--- config.mk ---
export PLATFORM = sky130hd
export DESIGN_NAME = tpr_regs
export DESIGN_NICKNAME = d
export VERILOG_FILES = /design/src/tpr_pkg.sv /design/src/tpr_regs.sv /design/src/tpr_zone_check.sv
export SDC_FILE = /design/constraint.sdc
export NUM_CORES = 1
export LEC_CHECK = 0
export ABC_AREA = 1
export CAP_MARGIN = 40
export CELL_PAD_IN_SITES_DETAIL_PLACEMENT = 0
export CELL_PAD_IN_SITES_GLOBAL_PLACEMENT = 1
export CORE_AREA = 2 2 98 100
export CTS_CLUSTER_SIZE = 25
export DETAILED_ROUTE_END_ITERATION = 6
export DIE_AREA = 0 0 100 102
export DONT_BUFFER_PORTS = 1
export PLACE_DENSITY = 0.83
export SETUP_SLACK_MARGIN = 0.05
export SYNTH_ARGS = -nofsm -noshare
export SYNTH_HDL_FRONTEND = slang
export SYNTH_SLANG_ARGS = --single-unit
--- constraint.sdc ---
create_clock -name i_mclk -period 1.9 [get_ports i_mclk]
set_clock_uncertainty 0.15 [all_clocks]
set_input_delay 0.19 -clock i_mclk [delete_from_list [all_inputs] [get_ports i_mclk]]
set_output_delay 0.19 -clock i_mclk [all_outputs]
set_load 0.03 [all_outputs]
--- src/tpr_pkg.sv ---
package tpr_pkg;
   // register addresses on the internal register port
   localparam logic [3:0] TPR_ADDR_X = 4'h0;
   localparam logic [3:0] TPR_ADDR_STATUS = 4'h7;
   localparam logic [3:0] TPR_ADDR_PREPROC = 4'he;
   localparam logic [3:0] TPR_ADDR_FUNC = 4'hf;
   localparam int TPR_NUM_DATA = 7;
   localparam logic [15:0] TPR_PREPROC_RESET = 16'h0000;
   localparam logic [15:0] TPR_PREPROC_WMASK = 16'hffdf;
   localparam logic [15:0] TPR_FUNC_RESET = 16'h0000;
   localparam logic [15:0] TPR_STATUS_RESET = 16'h0004;
   // field positions in the configuration and function words, with function, zone and channel codes
   localparam int TPR_CFG_FMT = 15;
   localparam int TPR_CFG_SRC = 14;
   localparam int TPR_CFG_FILT_HI = 13;
   localparam int TPR_CFG_FILT_LO = 10;
   localparam int TPR_CFG_TZ_HI = 9;
   localparam int TPR_CFG_TZ_LO = 8;
   localparam int TPR_CFG_AZ_HI = 7;
   localparam int TPR_CFG_AZ_LO = 6;
   localparam int TPR_CFG_FEN_HI = 4;
   localparam int TPR_FUNC_XDRV = 13;
   localparam int TPR_FUNC_YDRV = 14;
   localparam int TPR_NUM_FUNC = 13;
   localparam logic [3:0] TPR_FC_XYZ = 4'h0;
   localparam logic [3:0] TPR_FC_XY = 4'h1;
   localparam logic [1:0] TPR_ZONE_OFF = 2'h0;
   localparam logic [1:0] TPR_ZONE_BELOW = 2'h1;
   localparam logic [1:0] TPR_ZONE_BETWEEN = 2'h2;
   localparam logic [1:0] TPR_ZONE_ABOVE = 2'h3;
   localparam logic [2:0] TPR_CH_AUX = 3'h4;
   localparam logic [2:0] TPR_CH_TEMP1 = 3'h5;
   localparam logic [2:0] TPR_CH_TEMP2 = 3'h6;
   // version id, value arbitrary
   localparam logic [1:0] TPR_VERSION_ID = 2'h2;

   typedef struct packed {
      logic valid;
      logic [2:0] chan;
      logic [11:0] value;
      logic [11:0] thr_lo;
      logic [11:0] thr_hi;
   } tpr_result_type;

   typedef struct packed {
      logic x_connected;
      logic y_connected;
      logic y_no_short;
   } tpr_test_type;
endpackage : tpr_pkg

--- src/tpr_regs.sv ---
`timescale 1ns/100ps
// Notes on behaviour
// - both pin selects zero: pin is pen interrupt AND data-available
// - source select one: pin carries data-available active low
// - format one, source zero: pin carries pen interrupt only
// - filter control bits reset to zero; zero bypasses filter
// - while filter gathers, busy shown on converter busy output if filter bits nonzero
// - filter control bits read back as written
// - zone codes: off, below low, between, above high
// - zone enabled: store and flag only when criterion met
// - zone disabled: always store and flag
// - aux/temp averaged per enable bit before zone check
// - bits 9:8 temp zone, 7:6 aux zone, reset zero
// - bits 4:0 enable filter for X, Y, Z, AUX, TEMP
// - function bit 13 X drivers on, bit 14 Y drivers on
// - driver bits clear on complete, stop, or reset
// - function bits 12:0 one-hot of running function code
// - one-hot clears on end, except scan codes in self-scan mode ended by completion, not stop
// - status 15:9 data flags, set on store, clear when read
// - status bit 7 zero after reset until polled, then one
// - status 6,5 connection pass; bit 3 no Y short
// - status bit 2 follows power-down ctl while clock active or synchronised pen level low
// - status 1:0 version identifier
// - status resets to 0006h; bits 8 and 4 read zero
// - soft reset held by host bit; device never clears it
module tpr_regs (
   input wire logic i_mclk,
   input wire logic i_reset,
   // register port from serial interface
   input wire logic i_reg_wr,
   input wire logic i_reg_rd,
   input wire logic [3:0] i_reg_addr,
   input wire logic [15:0] i_reg_wdata,
   output logic [15:0] o_reg_rdata,
   // soft reset held by control byte
   input wire logic i_ctrl1_soft_reset,
   // converter sequencer
   input wire logic i_func_start,
   input wire logic [3:0] i_function_code,
   input wire logic i_func_done,
   input wire logic i_stop_status_bit,
   input wire logic i_self_scan_select,
   input wire logic i_x_drv_on,
   input wire logic i_y_drv_on,
   input wire logic i_filter_busy,
   input wire tpr_pkg::tpr_result_type i_result,
   input wire tpr_pkg::tpr_test_type i_test,
   input wire logic i_adc_powerdown_ctl,
   input wire logic i_clk_active,
   // pen touch and pin
   input wire logic i_pen_touch_irq_n,
   output logic o_irq_data_pin,
   output logic [11:0] o_stored_value,
   output logic o_store,
   output logic o_converter_busy,
   output logic [15:0] o_preproc_config
);
   import tpr_pkg::*;

   logic rst;
   logic [15:0] cfg_r, cfg_nxt;
   logic [15:0] func_r, func_nxt;
   logic [TPR_NUM_DATA-1:0] dav_r, dav_nxt;
   logic rstflag_r, rstflag_nxt;
   logic powerdown_state_r, powerdown_state_nxt;
   tpr_test_type test_r, test_nxt;
   logic [15:0] rdata_r, rdata_nxt;
   logic pin_r, pin_nxt;
   logic [11:0] val_r, val_nxt;
   logic store_r, store_nxt;
   logic busy_r, busy_nxt;
   logic pen_s1_r, pen_s2_r;
   logic accept;
   logic [1:0] zone_sel;
   logic dav_any;
   logic [15:0] status_word;
   logic [15:0] onehot_v;

   assign rst = i_reset | i_ctrl1_soft_reset;

   function automatic logic [15:0] tpr_onehot(input logic [3:0] code);
      logic [15:0] v;
      v = '0;
      if (code < 4'(TPR_NUM_FUNC))
         v[code] = 1'b1;
      return v;
   endfunction : tpr_onehot

   always_comb begin
      if (i_result.chan == TPR_CH_AUX) begin
         zone_sel = cfg_r[TPR_CFG_AZ_HI:TPR_CFG_AZ_LO];
      end else if (i_result.chan == TPR_CH_TEMP1 || i_result.chan == TPR_CH_TEMP2) begin
         zone_sel = cfg_r[TPR_CFG_TZ_HI:TPR_CFG_TZ_LO];
      end else begin
         zone_sel = TPR_ZONE_OFF;
      end
   end

   // result arrives already averaged per enable bits, so zone check follows the filter
   tpr_zone_check u_zone (
      .i_zone_sel(zone_sel),
      .i_value(i_result.value),
      .i_thr_lo(i_result.thr_lo),
      .i_thr_hi(i_result.thr_hi),
      .o_accept(accept)
   );

   assign dav_any = |dav_r;

   always_comb begin
      status_word = '0;
      status_word[15:9] = {dav_r[0], dav_r[1], dav_r[2], dav_r[3],
                           dav_r[4], dav_r[5], dav_r[6]};
      status_word[7] = rstflag_r;
      status_word[6] = test_r.x_connected;
      status_word[5] = test_r.y_connected;
      status_word[3] = test_r.y_no_short;
      status_word[2] = powerdown_state_r;
      status_word[1:0] = TPR_VERSION_ID;
   end

   // configuration register
   always_comb begin
      cfg_nxt = cfg_r;
      if (i_reg_wr && i_reg_addr == TPR_ADDR_PREPROC)
         cfg_nxt = i_reg_wdata & TPR_PREPROC_WMASK;
   end

   // function run status
   always_comb begin
      onehot_v = tpr_onehot(i_function_code);
      func_nxt = func_r;
      func_nxt[TPR_FUNC_XDRV] = i_x_drv_on;
      func_nxt[TPR_FUNC_YDRV] = i_y_drv_on;
      if (i_func_start)
         func_nxt[TPR_NUM_FUNC-1:0] = onehot_v[TPR_NUM_FUNC-1:0];
      if (i_func_done || i_stop_status_bit) begin
         func_nxt[TPR_FUNC_XDRV] = 1'b0;
         func_nxt[TPR_FUNC_YDRV] = 1'b0;
         // scan codes stay armed so the next touch restarts without the host
         if (i_self_scan_select && !i_stop_status_bit &&
             (func_r[TPR_FC_XYZ] || func_r[TPR_FC_XY])) begin
            func_nxt[TPR_NUM_FUNC-1:0] = func_r[TPR_NUM_FUNC-1:0];
         end else begin
            func_nxt[TPR_NUM_FUNC-1:0] = '0;
         end
      end
   end

   // data flags, reset flag and status bits
   always_comb begin
      dav_nxt = dav_r;
      store_nxt = 1'b0;
      val_nxt = val_r;
      if (i_reg_rd && i_reg_addr < 4'(TPR_NUM_DATA))
         dav_nxt[i_reg_addr[2:0]] = 1'b0;
      if (i_result.valid && accept) begin
         dav_nxt[i_result.chan] = 1'b1; // set wins over clear
         store_nxt = 1'b1;
         val_nxt = i_result.value;
      end
      rstflag_nxt = rstflag_r;
      if (i_reg_rd && i_reg_addr == TPR_ADDR_STATUS)
         rstflag_nxt = 1'b1;
      powerdown_state_nxt = powerdown_state_r;
      // synchronised pen level only; the raw pin is asynchronous
      if (i_clk_active || pen_s2_r == 1'b0)
         powerdown_state_nxt = i_adc_powerdown_ctl;
      test_nxt = i_test;
      // filter gathering keeps converter busy, data flags not yet set
      busy_nxt = i_filter_busy && (cfg_r[TPR_CFG_FILT_HI:TPR_CFG_FILT_LO] != '0);
   end

   // read mux and pin
   always_comb begin
      unique case (i_reg_addr)
         TPR_ADDR_STATUS: rdata_nxt = status_word;
         TPR_ADDR_PREPROC: rdata_nxt = cfg_r;
         TPR_ADDR_FUNC: rdata_nxt = func_r;
         default: rdata_nxt = rdata_r;
      endcase
      if (cfg_r[TPR_CFG_SRC]) begin
         pin_nxt = ~dav_any;
      end else if (cfg_r[TPR_CFG_FMT]) begin
         pin_nxt = pen_s2_r;
      end else begin
         pin_nxt = pen_s2_r & dav_any;
      end
   end

   always_ff @(posedge i_mclk) begin
      pen_s1_r <= i_pen_touch_irq_n;
      pen_s2_r <= pen_s1_r;
      if (rst) begin
         cfg_r <= TPR_PREPROC_RESET;
         func_r <= TPR_FUNC_RESET;
         dav_r <= '0;
         rstflag_r <= 1'b0;
         powerdown_state_r <= TPR_STATUS_RESET[2];
         test_r <= '0;
         rdata_r <= '0;
         pin_r <= 1'b1;
         val_r <= '0;
         store_r <= 1'b0;
         busy_r <= 1'b0;
      end else begin
         cfg_r <= cfg_nxt;
         func_r <= func_nxt;
         dav_r <= dav_nxt;
         rstflag_r <= rstflag_nxt;
         powerdown_state_r <= powerdown_state_nxt;
         test_r <= test_nxt;
         rdata_r <= rdata_nxt;
         pin_r <= pin_nxt;
         val_r <= val_nxt;
         store_r <= store_nxt;
         busy_r <= busy_nxt;
      end
   end

   always_ff @(posedge i_mclk) begin
      if (rst) begin
         o_preproc_config <= TPR_PREPROC_RESET;
      end else begin
         o_preproc_config <= cfg_nxt;
      end
   end

   assign o_reg_rdata = rdata_r;
   assign o_irq_data_pin = pin_r;
   assign o_stored_value = val_r;
   assign o_store = store_r;
   assign o_converter_busy = busy_r;
endmodule : tpr_regs

--- src/tpr_zone_check.sv ---
`timescale 1ns/100ps
module tpr_zone_check (
   // zone select and result
   input wire logic [1:0] i_zone_sel,
   input wire logic [11:0] i_value,
   input wire logic [11:0] i_thr_lo,
   input wire logic [11:0] i_thr_hi,
   // verdict
   output logic o_accept
);
   import tpr_pkg::*;
   always_comb begin
      unique case (i_zone_sel)
         TPR_ZONE_OFF: o_accept = 1'b1;
         TPR_ZONE_BELOW: o_accept = i_value < i_thr_lo;
         TPR_ZONE_BETWEEN: o_accept = (i_value >= i_thr_lo) && (i_value <= i_thr_hi);
         TPR_ZONE_ABOVE: o_accept = i_value > i_thr_hi;
      endcase
   end
endmodule : tpr_zone_check

; Word-level counts from Yosys, hierarchy flattened
; Index checks and enable logic that the tools add are counted.
; W data, S select, Z words.
[classes]
order_cmp = 12
n_eq_ne = 10
n_mux = 19
bitwise = 7
reduce_logical = 23
[ops]
columns = cell, n
row1 = $mux W13, 4
row2 = $pmux W16 S3, 1
row3 = $mux W7, 2
row4 = $ge A12 B12 Y1, 1
row5 = $gt A12 B12 Y1, 1
row6 = $le A12 B12 Y1, 1
row7 = $lt A12 B12 Y1, 1
row8 = $logic_and A1 B1 Y1, 11
row9 = $eq A3 B3 Y1 const B, 3
row10 = $eq A4 B4 Y1 const B, 2
row11 = $lt A3 B4 Y1 const B, 2
row12 = $and A7 B7 Y7, 1
row13 = $not A7 Y7, 1
row14 = $or A7 B7 Y7, 1
row15 = $reduce_or A7 Y1, 1
row16 = $demux W1 S3, 2
row17 = $ge A3 B1 Y1 const B, 2
row18 = $mux W1, 6
row19 = $lt A4 B5 Y1 const B, 1
row20 = $demux W1 S4, 1
row21 = $eq A2 B2 Y1 const B, 2
row22 = $eq A4 B3 Y1 const B, 1
row23 = $ge A4 B1 Y1 const B, 1
row24 = $logic_or A1 B1 Y1, 4
row25 = other kinds (16), 18
[totals]
reg_bits = 75
inputBits = 82
output_inout_bits = 47
wordCells = 87

; Longest topological paths before layout
; Gate-level depths: netlist (run 1).
[logic_depth]
word_depth = 9
depth_mapped = 16
mapped_depth_nobuf = 15

; By module
; Synthesis (run 1) repeated with hierarchy kept, for this count alone.
[unflattened]
cells_unflattened = 594
hier_area_um2 = 4067.7
[modules_own_cells]
columns = mod, instances, cells_each, area_each_um2, seq_area_each_um2
row1 = tpr_regs, 1, 465, 3310.7, 1501.4
row2 = tpr_zone_check, 1, 129, 757.0, 0.0

; Worst setup path before layout (run 1)
; Ideal clock, no wire load.
[synth_path]
path_kind = in2reg
startpoint = input port i_result[11] (netlist name)
endpoint = register val_r[0], in the netlist o_stored_value[0]
setup_ns = 0.115
t_arrival_ns = 1.436
required_time_ns = 1.635
slack_ns = 0.198
stages = 14
path_buffers = 1
path_cell_list = inv_1 -> ha_1 -> nand2_1 -> inv_1 -> nand2_1 -> nor2_1 -> nand2_1 -> nand3_1 -> nand2_1 -> nand3_2 -> nand3_4 -> buf_6 -> a21oi_1 -> nor2_1
[synth_via]
elab_chain_len = 4
word_cells_on_any_way = 5
classes_between = 2 x order compare / 1 x mux / 2 x reduce/logical
[synth_lines]
columns = element, line_no
row1 = start: declaration, tpr_regs.sv:46  ; input wire tpr_pkg::tpr_result_type i_result,
row2 = $le A12 B12 Y1, tpr_zone_check.sv:16  ; TPR_ZONE_BETWEEN: o_accept = (i_value >= i_thr_lo) && (i_value <= i_thr_hi);
row3 = $logic_and A1 B1 Y1, tpr_zone_check.sv:16
row4 = $pmux W1 S4 *, tpr_zone_check.sv:13  ; unique case (i_zone_sel)
row5 = $logic_and A1 B1 Y1 *, tpr_regs.sv:157  ; if (i_result.valid && accept) begin
row6 = end signal: assignment, tpr_regs.sv:215  ; val_r <= val_nxt;
row7 = end: declaration, tpr_regs.sv:69  ; logic [11:0] val_r, val_nxt;
; Mark *: on every way between the ends. The rest lies on a longest branch, timed or not.
; A chain may end at the register's enable or synchronous reset.

; Final worst setup path (run 1)
[layout_path]
startpoint = input port i_ctrl1_soft_reset
endpoint = register test_r, in the netlist status_word[3]
[layout_via]
elab_chain_len = 1
[layout_lines]
columns = element, line_no
row1 = start: declaration, tpr_regs.sv:36  ; input wire logic i_ctrl1_soft_reset,
row2 = $or A1 B1 Y1, tpr_regs.sv:79  ; assign rst = i_reset | i_ctrl1_soft_reset;
row3 = end signal: assignment, tpr_regs.sv:212  ; test_r <= test_nxt;
row4 = end: declaration, tpr_regs.sv:66  ; tpr_test_type test_r, test_nxt;
; Every way passes these cells.

==> results of run 1 <==
==> metal layers <==
| layer | GRT usage [%] | part of all wire (%) |
|---|---|---|
| met1 | 28.8 | 43 |
| met2 | 37.3 | 46 |
| met3 | 8.76 | 9.9 |
| met4 | 6.32 | 1.7 |
| met5 | 0 | 0 |
==> worst paths after layout <==
| kind | cells past startpoint | end | slack (ps) | start |
|---|---|---|---|---|
| max | 5 | status_word[3]$_SDFF_PP0_ | 160 | i_ctrl1_soft_reset |
| min | 5 | func_r[6]$_SDFFE_PP0P_ | 20 | i_func_done |
| max reg2reg | 4 | func_r[2]$_SDFFE_PP0P_ | 250 | func_r[0]$_SDFFE_PP0P_ |
| min reg2reg | 0 | pen_s2_r$_DFF_P_ | 180 | pen_s1_r$_DFF_P_ |
==> worst register-to-register path, delay by kind of cell (launching register included) <==
family / cells / cell delay [ps]
DFF: 1 / 370
AOI/OAI and AO/OA: 3 / 500
buffers and inverters: 1 / 560
==> flip-flops by register name (all words and copies together) (netlist names) <==
signal	cells
o_stored_value	12
dav_r	7
o_reg_rdata	16
rstflag_r	1
o_preproc_config	15
o_converter_busy	1
o_store	1
pen_s2_r	1
powerdown_state_r	1
func_r	15
status_word	3
o_irq_data_pin	1
pen_s1_r	1
==> metrics by stage <==
stage	utilization [%]	std cells	TNS, ps	area, sq um
CTS	53.0	711	0	4830
global route	53.4	712	0	4860
detailed placement	44.3	638	-416	4040
floorplan	-	536	0	3900
global placement	44.2	637	-1940	4030
finish	53.4	712	0	4860
==> cells by family after synthesis <==
kind of cell | count (synthesis) | share of synthesized area, %
compound gates | 115 | 18.0
fa+ha+maj | 24 | 7.69
buf+inv | 111 | 12.0
flops | 75 | 38.5
other cells | 1 | 0.0961
simple gates | 210 | 23.8
==> layout make-up <==
class,instances,area (sq um),area share [%]
flip-flops and latches,75,1500,30.9
clock buffers,11,151,3.11
clock inverters,3,47.5,0.978
well taps,111,139,2.86
repair buffers,73,743,15.3
inverters,89,338,6.95
multi-input cells,350,1940,39.9
==> power by group through the flow <==
stage | Combinational (mW) | Clock, mW | Sequential (mW)
floorplan | 0.274 | 0 | 1.70
global placement | 0.322 | 0 | 1.71
detailed placement | 0.338 | 0 | 1.71
CTS | 0.445 | 1.27 | 1.68
global route | 0.519 | 1.34 | 1.68
finish | 0.455 | 1.25 | 1.68
==> synth_stat cells, drive strengths merged, types with 9 or more instances <==
| cell | instances |
|---|---|
| o21ai | 28 |
| a21oi | 56 |
| inv | 87 |
| nand3 | 29 |
| dfxtp | 75 |
| nor3 | 9 |
| nand2 | 108 |
| nand4 | 11 |
| a221oi | 13 |
| nor2 | 51 |
| ha | 24 |
| clkbuf | 14 |
==> cells in the final DEF (no fill, tap or decap), types with 6 or more instances in the layout <==
cell,count
o21ai_0,26
nand2_1,106
dlygate4sd3_1,58
clkbuf_8,11
dfxtp_1,75
ha_1,24
nor3_1,9
nand4_1,11
inv_1,87
a221oi_1,13
nor2_1,49
a32o_1,6
buf_4,11
nand3_1,20
a21oi_1,56
o311ai_0,7
nand3_2,8
==> timing repair <==
action | 4_1_cts | 5_1_grt
resized for setup | 0 | 2
endpoints found under the hold margin | 51 | 0
endpoints found under the setup margin | 0 | 16
hold buffers | 59 | 0
==> report_table.html, run 1 <==
<table>
<tr><th>Metric</th><th>Value</th></tr>
<tr><th colspan="2">CTS</th></tr>
<tr><td>Clock buffers created by TritonCTS</td><td>9</td></tr>
<tr><td>Number of buffers inserted to repair setup after CTS</td><td>0</td></tr>
<tr><td>Total number of H-tree levels</td><td>3</td></tr>
<tr><td>Longest Clk Path Bufs</td><td>2</td></tr>
<tr><td>TritonCTS clock tree</td><td>built</td></tr>
<tr><td>CTS root buffer</td><td>clkbuf_8</td></tr>
<tr><td>CTS Sinks</td><td>75</td></tr>
<tr><td>Clock insertion delay at the later pin of the skew report</td><td>350 ps</td></tr>
<tr><td>Clock-pin slew on the worst setup and hold paths</td><td>80 ps</td></tr>
<tr><th colspan="2">Pwr</th></tr>
<tr><td>Leakage power figure</td><td>2.20 nW</td></tr>
<tr><td>P_sw</td><td>898 uW</td></tr>
<tr><td>Power density cells</td><td>695 mW/mm^2</td></tr>
<tr><td>Logic pwr share</td><td>13.5%</td></tr>
<tr><td>Proportion of power drawn by the clock network</td><td>36.9%</td></tr>
<tr><td>Peak supply drop</td><td>537 uV</td></tr>
<tr><td>Power consumption</td><td>3.38 mW</td></tr>
<tr><td>Sequential share of power</td><td>49.6%</td></tr>
<tr><td>Internal power</td><td>2.48 mW</td></tr>
<tr><td>Switching fraction of total power</td><td>26.6%</td></tr>
<tr><th colspan="2">GRT</th></tr>
<tr><td>All-layer global routing usage</td><td>23.0%</td></tr>
<tr><td>Number of antenna violations at the first check in global routing</td><td>0</td></tr>
<tr><td>Total grt overflow</td><td>0</td></tr>
<tr><td>Global-route wire length before repair</td><td>18.5 mm</td></tr>
<tr><td>Maximum number of pins on one net before global-route repair</td><td>61</td></tr>
<tr><td>Via count of the first global-routing pass</td><td>3775</td></tr>
<tr><th colspan="2">Die</th></tr>
<tr><td>I/O pin total</td><td>129</td></tr>
<tr><td>Area of the die</td><td>0.0102 sq mm</td></tr>
<tr><td>Width of the chip</td><td>100 um</td></tr>
<tr><td>Core Area</td><td>0.00911 sq mm</td></tr>
<tr><td>Number of placement rows</td><td>35</td></tr>
<tr><td>Overall die height</td><td>102 um</td></tr>
<tr><td>Initial core utilization</td><td>42.8%</td></tr>
<tr><th colspan="2">Drt</th></tr>
<tr><td>First-pass iteration count of the detailed router</td><td>5</td></tr>
<tr><td>WL final</td><td>11.3 mm</td></tr>
<tr><td>Number of design rule violations left after detail routing</td><td>0</td></tr>
<tr><td>ANT nets after route</td><td>0</td></tr>
<tr><td>Average vias per placed instance</td><td>5.41</td></tr>
<tr><td>Vias</td><td>3851</td></tr>
<tr><td>Routed length per placed instance</td><td>15.9 um</td></tr>
<tr><td>Initial drt markers</td><td>180</td></tr>
<tr><th colspan="2">Worst setup path</th></tr>
<tr><td>Worst endpoint required time</td><td>2040 ps</td></tr>
<tr><td>Most used cell along the critical path</td><td>dlygate4sd3_1</td></tr>
<tr><td>Worst Setup Start Kind</td><td>primary input</td></tr>
<tr><td>Endpoint type of the worst setup path</td><td>register</td></tr>
<tr><td>Bufs and invs on worst path</td><td>3</td></tr>
<tr><td>Cell Chain, Critical Path</td><td>nor2_4, dlygate4sd3_1, clkinvlp_4, nor2_1, dlygate4sd3_1</td></tr>
<tr><td>Worst EP arrival</td><td>1890 ps</td></tr>
<tr><td>Largest stage delay on the critical path</td><td>660 ps</td></tr>
<tr><td>Slowest stage cell on the critical path</td><td>dlygate4sd3_1</td></tr>
<tr><td>Family with the most delay on the worst path</td><td>buffers and inverters</td></tr>
<tr><td>Worst setup path class</td><td>primary input to register</td></tr>
<tr><td>Maximum fanout along the worst path</td><td>11</td></tr>
<tr><th colspan="2">STA</th></tr>
<tr><td>Post-layout min period</td><td>1740 ps</td></tr>
<tr><td>Final hold violation count</td><td>0</td></tr>
<tr><td>Final setup margin</td><td>156 ps</td></tr>
<tr><td>Highest attainable clock frequency</td><td>574 MHz</td></tr>
<tr><td>Hold WS</td><td>22.8 ps</td></tr>
<tr><td>Slew @ Worst Pin</td><td>658 ps</td></tr>
<tr><td>Final cycle utilization of the critical path</td><td>91.8%</td></tr>
<tr><td>Relative slew slack</td><td>55.8%</td></tr>
<tr><td>Unrepaired setup endpoints after global routing</td><td>true</td></tr>
<tr><td>Finish-stage setup viols</td><td>0</td></tr>
<tr><td>Max-slew violation total from the final report</td><td>0</td></tr>
<tr><th colspan="2">Logic synthesis</th></tr>
<tr><td>Number of enable-type register cells in the synthesized netlist</td><td>0</td></tr>
<tr><td>Number of storage elements in the synthesis netlist</td><td>75</td></tr>
<tr><td>Netlist Area Pre-Place</td><td>0.00390 sq mm</td></tr>
<tr><td>Proportion of synthesized flip-flops having asynchronous set or reset</td><td>0%</td></tr>
<tr><td>Cell types with the largest area share after synthesis</td><td>dfxtp_1 38%, nand2_1 10%, inv_1 8.4%</td></tr>
<tr><td>Post-Synthesis Mean Instance Area</td><td>7.28 sq um</td></tr>
<tr><td>Library cell occupying the most area in the post-synthesis netlist</td><td>dfxtp_1</td></tr>
<tr><td>Net count after synthesis</td><td>642</td></tr>
<tr><td>Sequential share of the synthesized area</td><td>38.5%</td></tr>
<tr><td>Number of warning messages in the yosys log</td><td>0</td></tr>
<tr><td>Most instantiated flip-flop cell in the synthesis netlist</td><td>dfxtp_1</td></tr>
<tr><td>Unique cell type count in the Yosys netlist</td><td>31</td></tr>
<tr><td>Gate count of the mapped netlist</td><td>536</td></tr>
<tr><td>Share of the synthesized area in the top cell type</td><td>38.5%</td></tr>
<tr><th colspan="2">Job</th></tr>
<tr><td>Maximum Capacitance Violations</td><td>0</td></tr>
<tr><th colspan="2">Placed design</th></tr>
<tr><td>Routability congestion estimate from global placement</td><td>0.858</td></tr>
<tr><td>Setup slack after placement</td><td>-49.6 ps</td></tr>
<tr><td>PortBufs</td><td>0</td></tr>
<tr><td>Placed wire-length estimate after detailed placement</td><td>8.26 mm</td></tr>
<tr><th colspan="2">Cells and area</th></tr>
<tr><td>Number of nets in the layout</td><td>704</td></tr>
<tr><td>Area added between synthesis and finish</td><td>24.6%</td></tr>
<tr><td>Final-layout fill cell count</td><td>905</td></tr>
<tr><td>Layout cells sized above 1</td><td>7.32%</td></tr>
<tr><td>Number of antenna cells inserted</td><td>0</td></tr>
<tr><th colspan="2">Hold path</th></tr>
<tr><td>Type of the most critical hold path</td><td>primary input to register</td></tr>
<tr><th colspan="2">Status</th></tr>
<tr><td>Status</td><td>completed</td></tr>
</table>
(Power assumes the default switching activity.)
==> run 2, diff against run 1 <==
--- a/config.mk
+++ b/config.mk
@@ -14,7 +14,7 @@
 export DETAILED_ROUTE_END_ITERATION = 6
 export DIE_AREA = 0 0 100 102
 export DONT_BUFFER_PORTS = 1
-export PLACE_DENSITY = 0.83
+export PLACE_DENSITY_LB_ADDON = 0.1
 export SETUP_SLACK_MARGIN = 0.05
 export SYNTH_ARGS = -nofsm -noshare
 export SYNTH_HDL_FRONTEND = slang
==> report_table.html, run 2 (synthesis results as in run 1) <==
<table>
<tr><th>Metric</th><th>Value</th></tr>
<tr><th colspan="2">STA</th></tr>
<tr><td>Max-slew violation total from the final report</td><td>0</td></tr>
<tr><td>Hold WS</td><td>15.3 ps</td></tr>
<tr><td>Highest attainable clock frequency</td><td>583 MHz</td></tr>
<tr><td>Unrepaired setup endpoints after global routing</td><td>true</td></tr>
<tr><td>Relative slew slack</td><td>58.5%</td></tr>
<tr><td>Slew @ Worst Pin</td><td>620 ps</td></tr>
<tr><td>Final cycle utilization of the critical path</td><td>90.2%</td></tr>
<tr><td>Post-layout min period</td><td>1710 ps</td></tr>
<tr><td>Setup Total Neg Slack</td><td>0 ps</td></tr>
<tr><td>Final setup margin</td><td>186 ps</td></tr>
<tr><td>Finish-stage setup viols</td><td>0</td></tr>
<tr><td>Final hold violation count</td><td>0</td></tr>
<tr><th colspan="2">Pwr</th></tr>
<tr><td>Leakage power figure</td><td>2.25 nW</td></tr>
<tr><td>Peak supply drop</td><td>389 uV</td></tr>
<tr><td>Power density cells</td><td>713 mW/mm^2</td></tr>
<tr><th colspan="2">Die</th></tr>
<tr><td>Number of placement rows</td><td>35</td></tr>
<tr><td>Area of the die</td><td>0.0102 sq mm</td></tr>
<tr><td>Core Area</td><td>0.00911 sq mm</td></tr>
<tr><td>I/O pin total</td><td>129</td></tr>
<tr><td>Overall die height</td><td>102 um</td></tr>
<tr><td>Width of the chip</td><td>100 um</td></tr>
<tr><td>Initial core utilization</td><td>42.8%</td></tr>
<tr><th colspan="2">Cells and area</th></tr>
<tr><td>Area added between synthesis and finish</td><td>26.8%</td></tr>
<tr><td>Final-layout fill cell count</td><td>911</td></tr>
<tr><td>Layout cells sized above 1</td><td>8.06%</td></tr>
<tr><td>Max reg flops</td><td>16</td></tr>
<tr><td>Finished layout cell area</td><td>0.00495 sq mm</td></tr>
<tr><td>Commonest cells after routing, fill and taps aside</td><td>106 x nand2_1, 87 x inv_1, 75 x dfxtp_1</td></tr>
<tr><td>Commonest non-fill, non-tap cell in the layout</td><td>nand2_1</td></tr>
<tr><td>Number of antenna cells inserted</td><td>0</td></tr>
<tr><td>Non-filler instance count after layout</td><td>719</td></tr>
<tr><td>Number of nets in the layout</td><td>710</td></tr>
<tr><th colspan="2">Worst setup path</th></tr>
<tr><td>Bufs and invs on worst path</td><td>3</td></tr>
<tr><td>Reg-to-reg critical path startpoint</td><td>func_r[1]$_SDFFE_PP0P_</td></tr>
<tr><td>Maximum fanout along the worst path</td><td>5</td></tr>
<tr><td>Worst Reg2Reg Path Length in Cells</td><td>4</td></tr>
<tr><td>Slowest stage cell on the critical path</td><td>dlygate4sd3_1</td></tr>
<tr><td>Cell Chain, Critical Path</td><td>inv_1, dlygate4sd3_1, o311ai_0, dlygate4sd3_1, nand2_1</td></tr>
<tr><td>Start point of the critical path</td><td>i_reg_addr[0]</td></tr>
<tr><td>Family with the most delay on the worst path</td><td>buffers and inverters</td></tr>
<tr><td>Worst EP arrival</td><td>1810 ps</td></tr>
<tr><td>Worst endpoint required time</td><td>2000 ps</td></tr>
<tr><td>Largest stage delay on the critical path</td><td>610 ps</td></tr>
<tr><td>Worst Setup Start Kind</td><td>primary input</td></tr>
<tr><td>Most used cell along the critical path</td><td>dlygate4sd3_1</td></tr>
<tr><td>Endpoint type of the worst setup path</td><td>register</td></tr>
<tr><td>Number of stages on the worst setup path</td><td>5</td></tr>
<tr><td>Worst setup path class</td><td>primary input to register</td></tr>
<tr><th colspan="2">GRT</th></tr>
<tr><td>Total grt overflow</td><td>0</td></tr>
<tr><td>Maximum number of pins on one net before global-route repair</td><td>46</td></tr>
<tr><td>All-layer global routing usage</td><td>22.2%</td></tr>
<tr><td>Via count of the first global-routing pass</td><td>3527</td></tr>
<tr><td>Global-route wire length before repair</td><td>17.5 mm</td></tr>
<tr><td>Number of antenna violations at the first check in global routing</td><td>0</td></tr>
<tr><th colspan="2">Job</th></tr>
<tr><td>Maximum Capacitance Violations</td><td>0</td></tr>
<tr><th colspan="2">Placed design</th></tr>
<tr><td>PortBufs</td><td>0</td></tr>
<tr><td>Setup slack after placement</td><td>-5.20 ps</td></tr>
<tr><td>Routability congestion estimate from global placement</td><td>0.845</td></tr>
<tr><td>Cell area reported after detailed placement</td><td>0.00403 sq mm</td></tr>
<tr><td>Placed Instances</td><td>639</td></tr>
<tr><td>Placed wire-length estimate after detailed placement</td><td>8.16 mm</td></tr>
<tr><th colspan="2">Drt</th></tr>
<tr><td>Routed length per placed instance</td><td>15.6 um</td></tr>
<tr><td>Initial drt markers</td><td>117</td></tr>
<tr><td>First-pass iteration count of the detailed router</td><td>5</td></tr>
<tr><td>Average vias per placed instance</td><td>5.24</td></tr>
<tr><td>Vias</td><td>3768</td></tr>
<tr><td>Number of design rule violations left after detail routing</td><td>0</td></tr>
<tr><td>WL final</td><td>11.2 mm</td></tr>
<tr><td>ANT nets after route</td><td>0</td></tr>
<tr><th colspan="2">CTS</th></tr>
<tr><td>Total number of H-tree levels</td><td>3</td></tr>
<tr><td>Clock buffers created by TritonCTS</td><td>9</td></tr>
<tr><td>CTS root buffer</td><td>clkbuf_8</td></tr>
<tr><td>Clock-pin slew on the worst setup and hold paths</td><td>80 ps</td></tr>
<tr><td>Longest Clk Path Bufs</td><td>2</td></tr>
<tr><td>Clock insertion delay at the later pin of the skew report</td><td>350 ps</td></tr>
<tr><td>TritonCTS clock tree</td><td>built</td></tr>
<tr><td>CTS Sinks</td><td>75</td></tr>
<tr><th colspan="2">Hold path</th></tr>
<tr><td>Hold depth</td><td>4</td></tr>
<tr><td>Launch point of the worst hold path</td><td>i_func_done</td></tr>
<tr><td>Type of the most critical hold path</td><td>primary input to register</td></tr>
<tr><th colspan="2">Status</th></tr>
<tr><td>Status</td><td>completed</td></tr>
</table>
## run 2: cell types whose count changed in the layout (fill, tap and decap cells not counted), sizes merged
cell         change
dlygate4sd3      +4
inv              -1
clkinv           +2
buf              +1
bufinv           +1
clkinvlp         -1
clkbuf           +1
## run 2: cell type report
type / count / area [sq um] / share of cell area [%]
clock buffer: 11 / 151 / 3.06
inverter: 89 / 334 / 6.75
timing repair buffer: 79 / 791 / 16.0
clock inverter: 4 / 73.8 / 1.49
multi-input combinational: 350 / 1960 / 39.6
sequential: 75 / 1500 / 30.3
tap: 111 / 139 / 2.81
## run 2: what timing repair did
action / in CTS / in global routing
resized for setup: 0 / 5
hold buffers: 64 / 0
endpoints found under the setup margin: 0 / 21
endpoints found under the hold margin: 57 / 0
setup buffers: 0 / 0
## run 2: routing by layer
layer / global-route usage (%) / vias up / part of all wire (%)
met5: 0 / - / 0
met4: 6.64 / 0 / 0.91
met3: 6.22 / 10 / 7.7
met2: 33.5 / 122 / 43
met1: 31.1 / 1721 / 49
li1: - / 1915 / -
## run 2: final timing paths
path	endpoint	slack, ps
min	func_r[1]$_SDFFE_PP0P_	20
max reg2reg	func_r[2]$_SDFFE_PP0P_	240
min reg2reg	pen_s2_r$_DFF_P_	180
max	dav_r[5]$_SDFF_PP0_	190
## run 2: tightest hold or removal path: stages
cell,delay (ps)
nor3_1,40
buf_4,140
nand2_1,50
a21oi_1,50
## run 2: where the power goes
| part | total, mW | switching, mW | internal (mW) |
|---|---|---|---|
| logic | 0.459 | 0.252 | 0.207 |
| clock network | 1.39 | 0.590 | 0.804 |
| registers | 1.67 | 0.0697 | 1.60 |
| total | 3.53 | 0.912 | 2.62 |
## run 2: metrics by stage
| step | power, mW | utilization (%) |
|---|---|---|
| floorplan | 1.98 | - |
| CTS | 3.55 | 53.8 |
| finish | 3.53 | 54.3 |
| detailed placement | 2.05 | 44.3 |
| global route | 3.69 | 54.3 |
| global placement | 2.04 | 44.3 |
==> run 3, diff against run 2 <==
--- a/config.mk
+++ b/config.mk
@@ -15,6 +15,7 @@
 export DIE_AREA = 0 0 100 102
 export DONT_BUFFER_PORTS = 1
 export PLACE_DENSITY_LB_ADDON = 0.1
+export REMOVE_ABC_BUFFERS = 1
 export SETUP_SLACK_MARGIN = 0.05
 export SYNTH_ARGS = -nofsm -noshare
 export SYNTH_HDL_FRONTEND = slang
==> report_table.html, run 3 (synthesis results as in run 1) <==
<table>
<tr><th>Metric</th><th>Value</th></tr>
<tr><th colspan="2">Drt</th></tr>
<tr><td>First-pass iteration count of the detailed router</td><td>5</td></tr>
<tr><td>ANT nets after route</td><td>0</td></tr>
<tr><td>Average vias per placed instance</td><td>5.20</td></tr>
<tr><td>Initial drt markers</td><td>135</td></tr>
<tr><td>WL final</td><td>11.1 mm</td></tr>
<tr><td>Vias</td><td>3782</td></tr>
<tr><td>Routed length per placed instance</td><td>15.3 um</td></tr>
<tr><td>Number of design rule violations left after detail routing</td><td>0</td></tr>
<tr><th colspan="2">Pwr</th></tr>
<tr><td>P_sw</td><td>948 uW</td></tr>
<tr><td>Proportion of power drawn by the clock network</td><td>41.4%</td></tr>
<tr><td>Leakage power figure</td><td>2.26 nW</td></tr>
<tr><td>Logic pwr share</td><td>12.6%</td></tr>
<tr><td>Internal power</td><td>2.69 mW</td></tr>
<tr><td>Power density cells</td><td>725 mW/mm^2</td></tr>
<tr><td>Sequential share of power</td><td>46.0%</td></tr>
<tr><td>Switching fraction of total power</td><td>26.1%</td></tr>
<tr><td>Peak supply drop</td><td>427 uV</td></tr>
<tr><th colspan="2">CTS</th></tr>
<tr><td>Number of buffers inserted to repair setup after CTS</td><td>0</td></tr>
<tr><td>TritonCTS clock tree</td><td>built</td></tr>
<tr><td>Longest Clk Path Bufs</td><td>2</td></tr>
<tr><td>Clock insertion delay at the later pin of the skew report</td><td>340 ps</td></tr>
<tr><td>Clock buffers created by TritonCTS</td><td>9</td></tr>
<tr><td>Clock-pin slew on the worst setup and hold paths</td><td>90 ps</td></tr>
<tr><td>Total number of H-tree levels</td><td>3</td></tr>
<tr><td>CTS root buffer</td><td>clkbuf_8</td></tr>
<tr><td>CTS Sinks</td><td>75</td></tr>
<tr><th colspan="2">STA</th></tr>
<tr><td>Unrepaired setup endpoints after global routing</td><td>false</td></tr>
<tr><td>Final setup margin</td><td>166 ps</td></tr>
<tr><td>Highest attainable clock frequency</td><td>577 MHz</td></tr>
<tr><td>Relative slew slack</td><td>64.1%</td></tr>
<tr><td>Final hold violation count</td><td>0</td></tr>
<tr><td>Slew @ Worst Pin</td><td>535 ps</td></tr>
<tr><td>Finish-stage setup viols</td><td>0</td></tr>
<tr><td>Post-layout min period</td><td>1730 ps</td></tr>
<tr><td>Max-slew violation total from the final report</td><td>0</td></tr>
<tr><td>Final cycle utilization of the critical path</td><td>91.2%</td></tr>
<tr><th colspan="2">Die</th></tr>
<tr><td>Overall die height</td><td>102 um</td></tr>
<tr><td>Area of the die</td><td>0.0102 sq mm</td></tr>
<tr><td>Number of placement rows</td><td>35</td></tr>
<tr><td>I/O pin total</td><td>129</td></tr>
<tr><td>Width of the chip</td><td>100 um</td></tr>
<tr><td>Initial core utilization</td><td>42.8%</td></tr>
<tr><td>Core Area</td><td>0.00911 sq mm</td></tr>
<tr><th colspan="2">Hold path</th></tr>
<tr><td>Hold EP</td><td>func_r[1]$_SDFFE_PP0P_</td></tr>
<tr><td>Type of the most critical hold path</td><td>primary input to register</td></tr>
<tr><td>Hold depth</td><td>5</td></tr>
<tr><td>Launch point of the worst hold path</td><td>i_function_code[1]</td></tr>
<tr><th colspan="2">Worst setup path</th></tr>
<tr><td>Cell Chain, Critical Path</td><td>inv_1, dlygate4sd3_1, o311ai_0, dlygate4sd3_1, nand2_1</td></tr>
<tr><td>Worst Reg2Reg Path Length in Cells</td><td>4</td></tr>
<tr><td>Worst EP arrival</td><td>1820 ps</td></tr>
<tr><td>Largest stage delay on the critical path</td><td>620 ps</td></tr>
<tr><td>Worst setup path class</td><td>primary input to register</td></tr>
<tr><td>Endpoint type of the worst setup path</td><td>register</td></tr>
<tr><td>Slowest stage cell on the critical path</td><td>dlygate4sd3_1</td></tr>
<tr><td>R2R setup slack</td><td>250 ps</td></tr>
<tr><td>Reg-to-reg critical path startpoint</td><td>func_r[0]$_SDFFE_PP0P_</td></tr>
<tr><td>Most used cell along the critical path</td><td>dlygate4sd3_1</td></tr>
<tr><td>Reg-to-reg critical path endpoint</td><td>func_r[2]$_SDFFE_PP0P_</td></tr>
<tr><td>Worst Setup Start Kind</td><td>primary input</td></tr>
<tr><td>Family with the most delay on the worst path</td><td>buffers and inverters</td></tr>
<tr><td>Maximum fanout along the worst path</td><td>5</td></tr>
<tr><td>Worst endpoint required time</td><td>1990 ps</td></tr>
<tr><td>Number of stages on the worst setup path</td><td>5</td></tr>
<tr><td>Bufs and invs on worst path</td><td>3</td></tr>
<tr><th colspan="2">Placed design</th></tr>
<tr><td>Placed wire-length estimate after detailed placement</td><td>7.76 mm</td></tr>
<tr><td>Cell area reported after detailed placement</td><td>0.00407 sq mm</td></tr>
<tr><td>Routability congestion estimate from global placement</td><td>0.865</td></tr>
<tr><td>PortBufs</td><td>0</td></tr>
<tr><td>Setup slack after placement</td><td>-27.8 ps</td></tr>
<tr><th colspan="2">GRT</th></tr>
<tr><td>Global-route wire length before repair</td><td>17.4 mm</td></tr>
<tr><td>All-layer global routing usage</td><td>21.8%</td></tr>
<tr><td>Via count of the first global-routing pass</td><td>3643</td></tr>
<tr><td>Total grt overflow</td><td>0</td></tr>
<tr><td>Maximum number of pins on one net before global-route repair</td><td>33</td></tr>
<tr><td>Number of antenna violations at the first check in global routing</td><td>0</td></tr>
<tr><th colspan="2">Cells and area</th></tr>
<tr><td>Number of nets in the layout</td><td>718</td></tr>
<tr><td>Finished layout cell area</td><td>0.00502 sq mm</td></tr>
<tr><td>Utilization after layout</td><td>55.1%</td></tr>
<tr><td>Number of antenna cells inserted</td><td>0</td></tr>
<tr><td>Commonest cells after routing, fill and taps aside</td><td>106 x nand2_1, 87 x inv_1, 75 x dfxtp_1</td></tr>
<tr><td>Max reg flops</td><td>16</td></tr>
<tr><td>Layout cells sized above 1</td><td>7.79%</td></tr>
<tr><td>Commonest non-fill, non-tap cell in the layout</td><td>nand2_1</td></tr>
<tr><td>Area added between synthesis and finish</td><td>28.6%</td></tr>
<tr><th colspan="2">Status</th></tr>
<tr><td>Status</td><td>completed</td></tr>
<tr><th colspan="2">Job</th></tr>
<tr><td>Maximum Capacitance Violations</td><td>0</td></tr>
</table>
## run 3: changes by cell type in the layout (fill, tap and decap cells not counted), sizes merged
cell / previous run / this run
bufinv: 2 / 3
dlygate4sd3: 62 / 68
inv: 87 / 89
clkbuf: 12 / 9
clkinv: 4 / 3
buf: 15 / 18
## run 3: worst max path at each step
stage	startpoint	end	slack (ps)
2_1_floorplan	i_reset	o_irq_data_pin$_SDFF_PP1_	-1410
4_1_cts	i_result[38]	o_stored_value[0]$_SDFFE_PP0P_	160
3_5_place_dp	i_result[11]	o_stored_value[0]$_SDFFE_PP0P_	-30
5_1_grt	i_result[36]	o_stored_value[7]$_SDFFE_PP0P_	80
6_report	i_reg_addr[0]	dav_r[5]$_SDFF_PP0_	170
3_3_place_gp	i_result[11]	o_stored_value[2]$_SDFFE_PP0P_	30
## run 3: worst register-to-register path, delay by kind of cell, from the launching register on
kind	cells	cell delay, ps
DFF	1	360
buffers and inverters	1	570
AOI/OAI and AO/OA	3	500
## run 3: metrics by stage
step                hold slack (ps)  power [mW]  setup TNS (ps)  std cells
CTS                            2.15        3.67               0        727
global placement               67.8        2.04               0        642
floorplan                      67.7        1.96          -51700        514
detailed placement             67.8        2.05            -171        642
global route                   23.3        3.80               0        727
finish                         13.6        3.64               0        727
## run 3: routing by layer
layer  routed length, um  track usage [%]
met2                5050             35.4
met4                  94             6.22
met1                5110             29.1
met5                   0                0
met3                 831             5.20
## run 3: final cells by class
type	count	area (sq um)
Sequential cell	75	1500
Multi-Input combinational cell	350	1940
Clock buffer	9	124
Tap cell	111	139
Clock inverter	6	113
Fill cell	873	4090
Inverter	89	334
Timing Repair Buffer	87	866
## run 3: what timing repair did
item                       4_1_cts  5_1_grt
setup endpoints to repair        0       11
hold buffers                    70        0
gates resized for setup          0        1
hold endpoints to repair        59        0
## run 3: power by group through the flow
stage                     registers [mW]  clock network [mW]  logic, mW
after floorplan                     1.70                   0      0.252
after global placement              1.71                   0      0.329
after detailed placement            1.71                   0      0.336
after CTS                           1.67                1.54      0.458
after global routing                1.68                1.60      0.519
final                               1.67                1.51      0.457
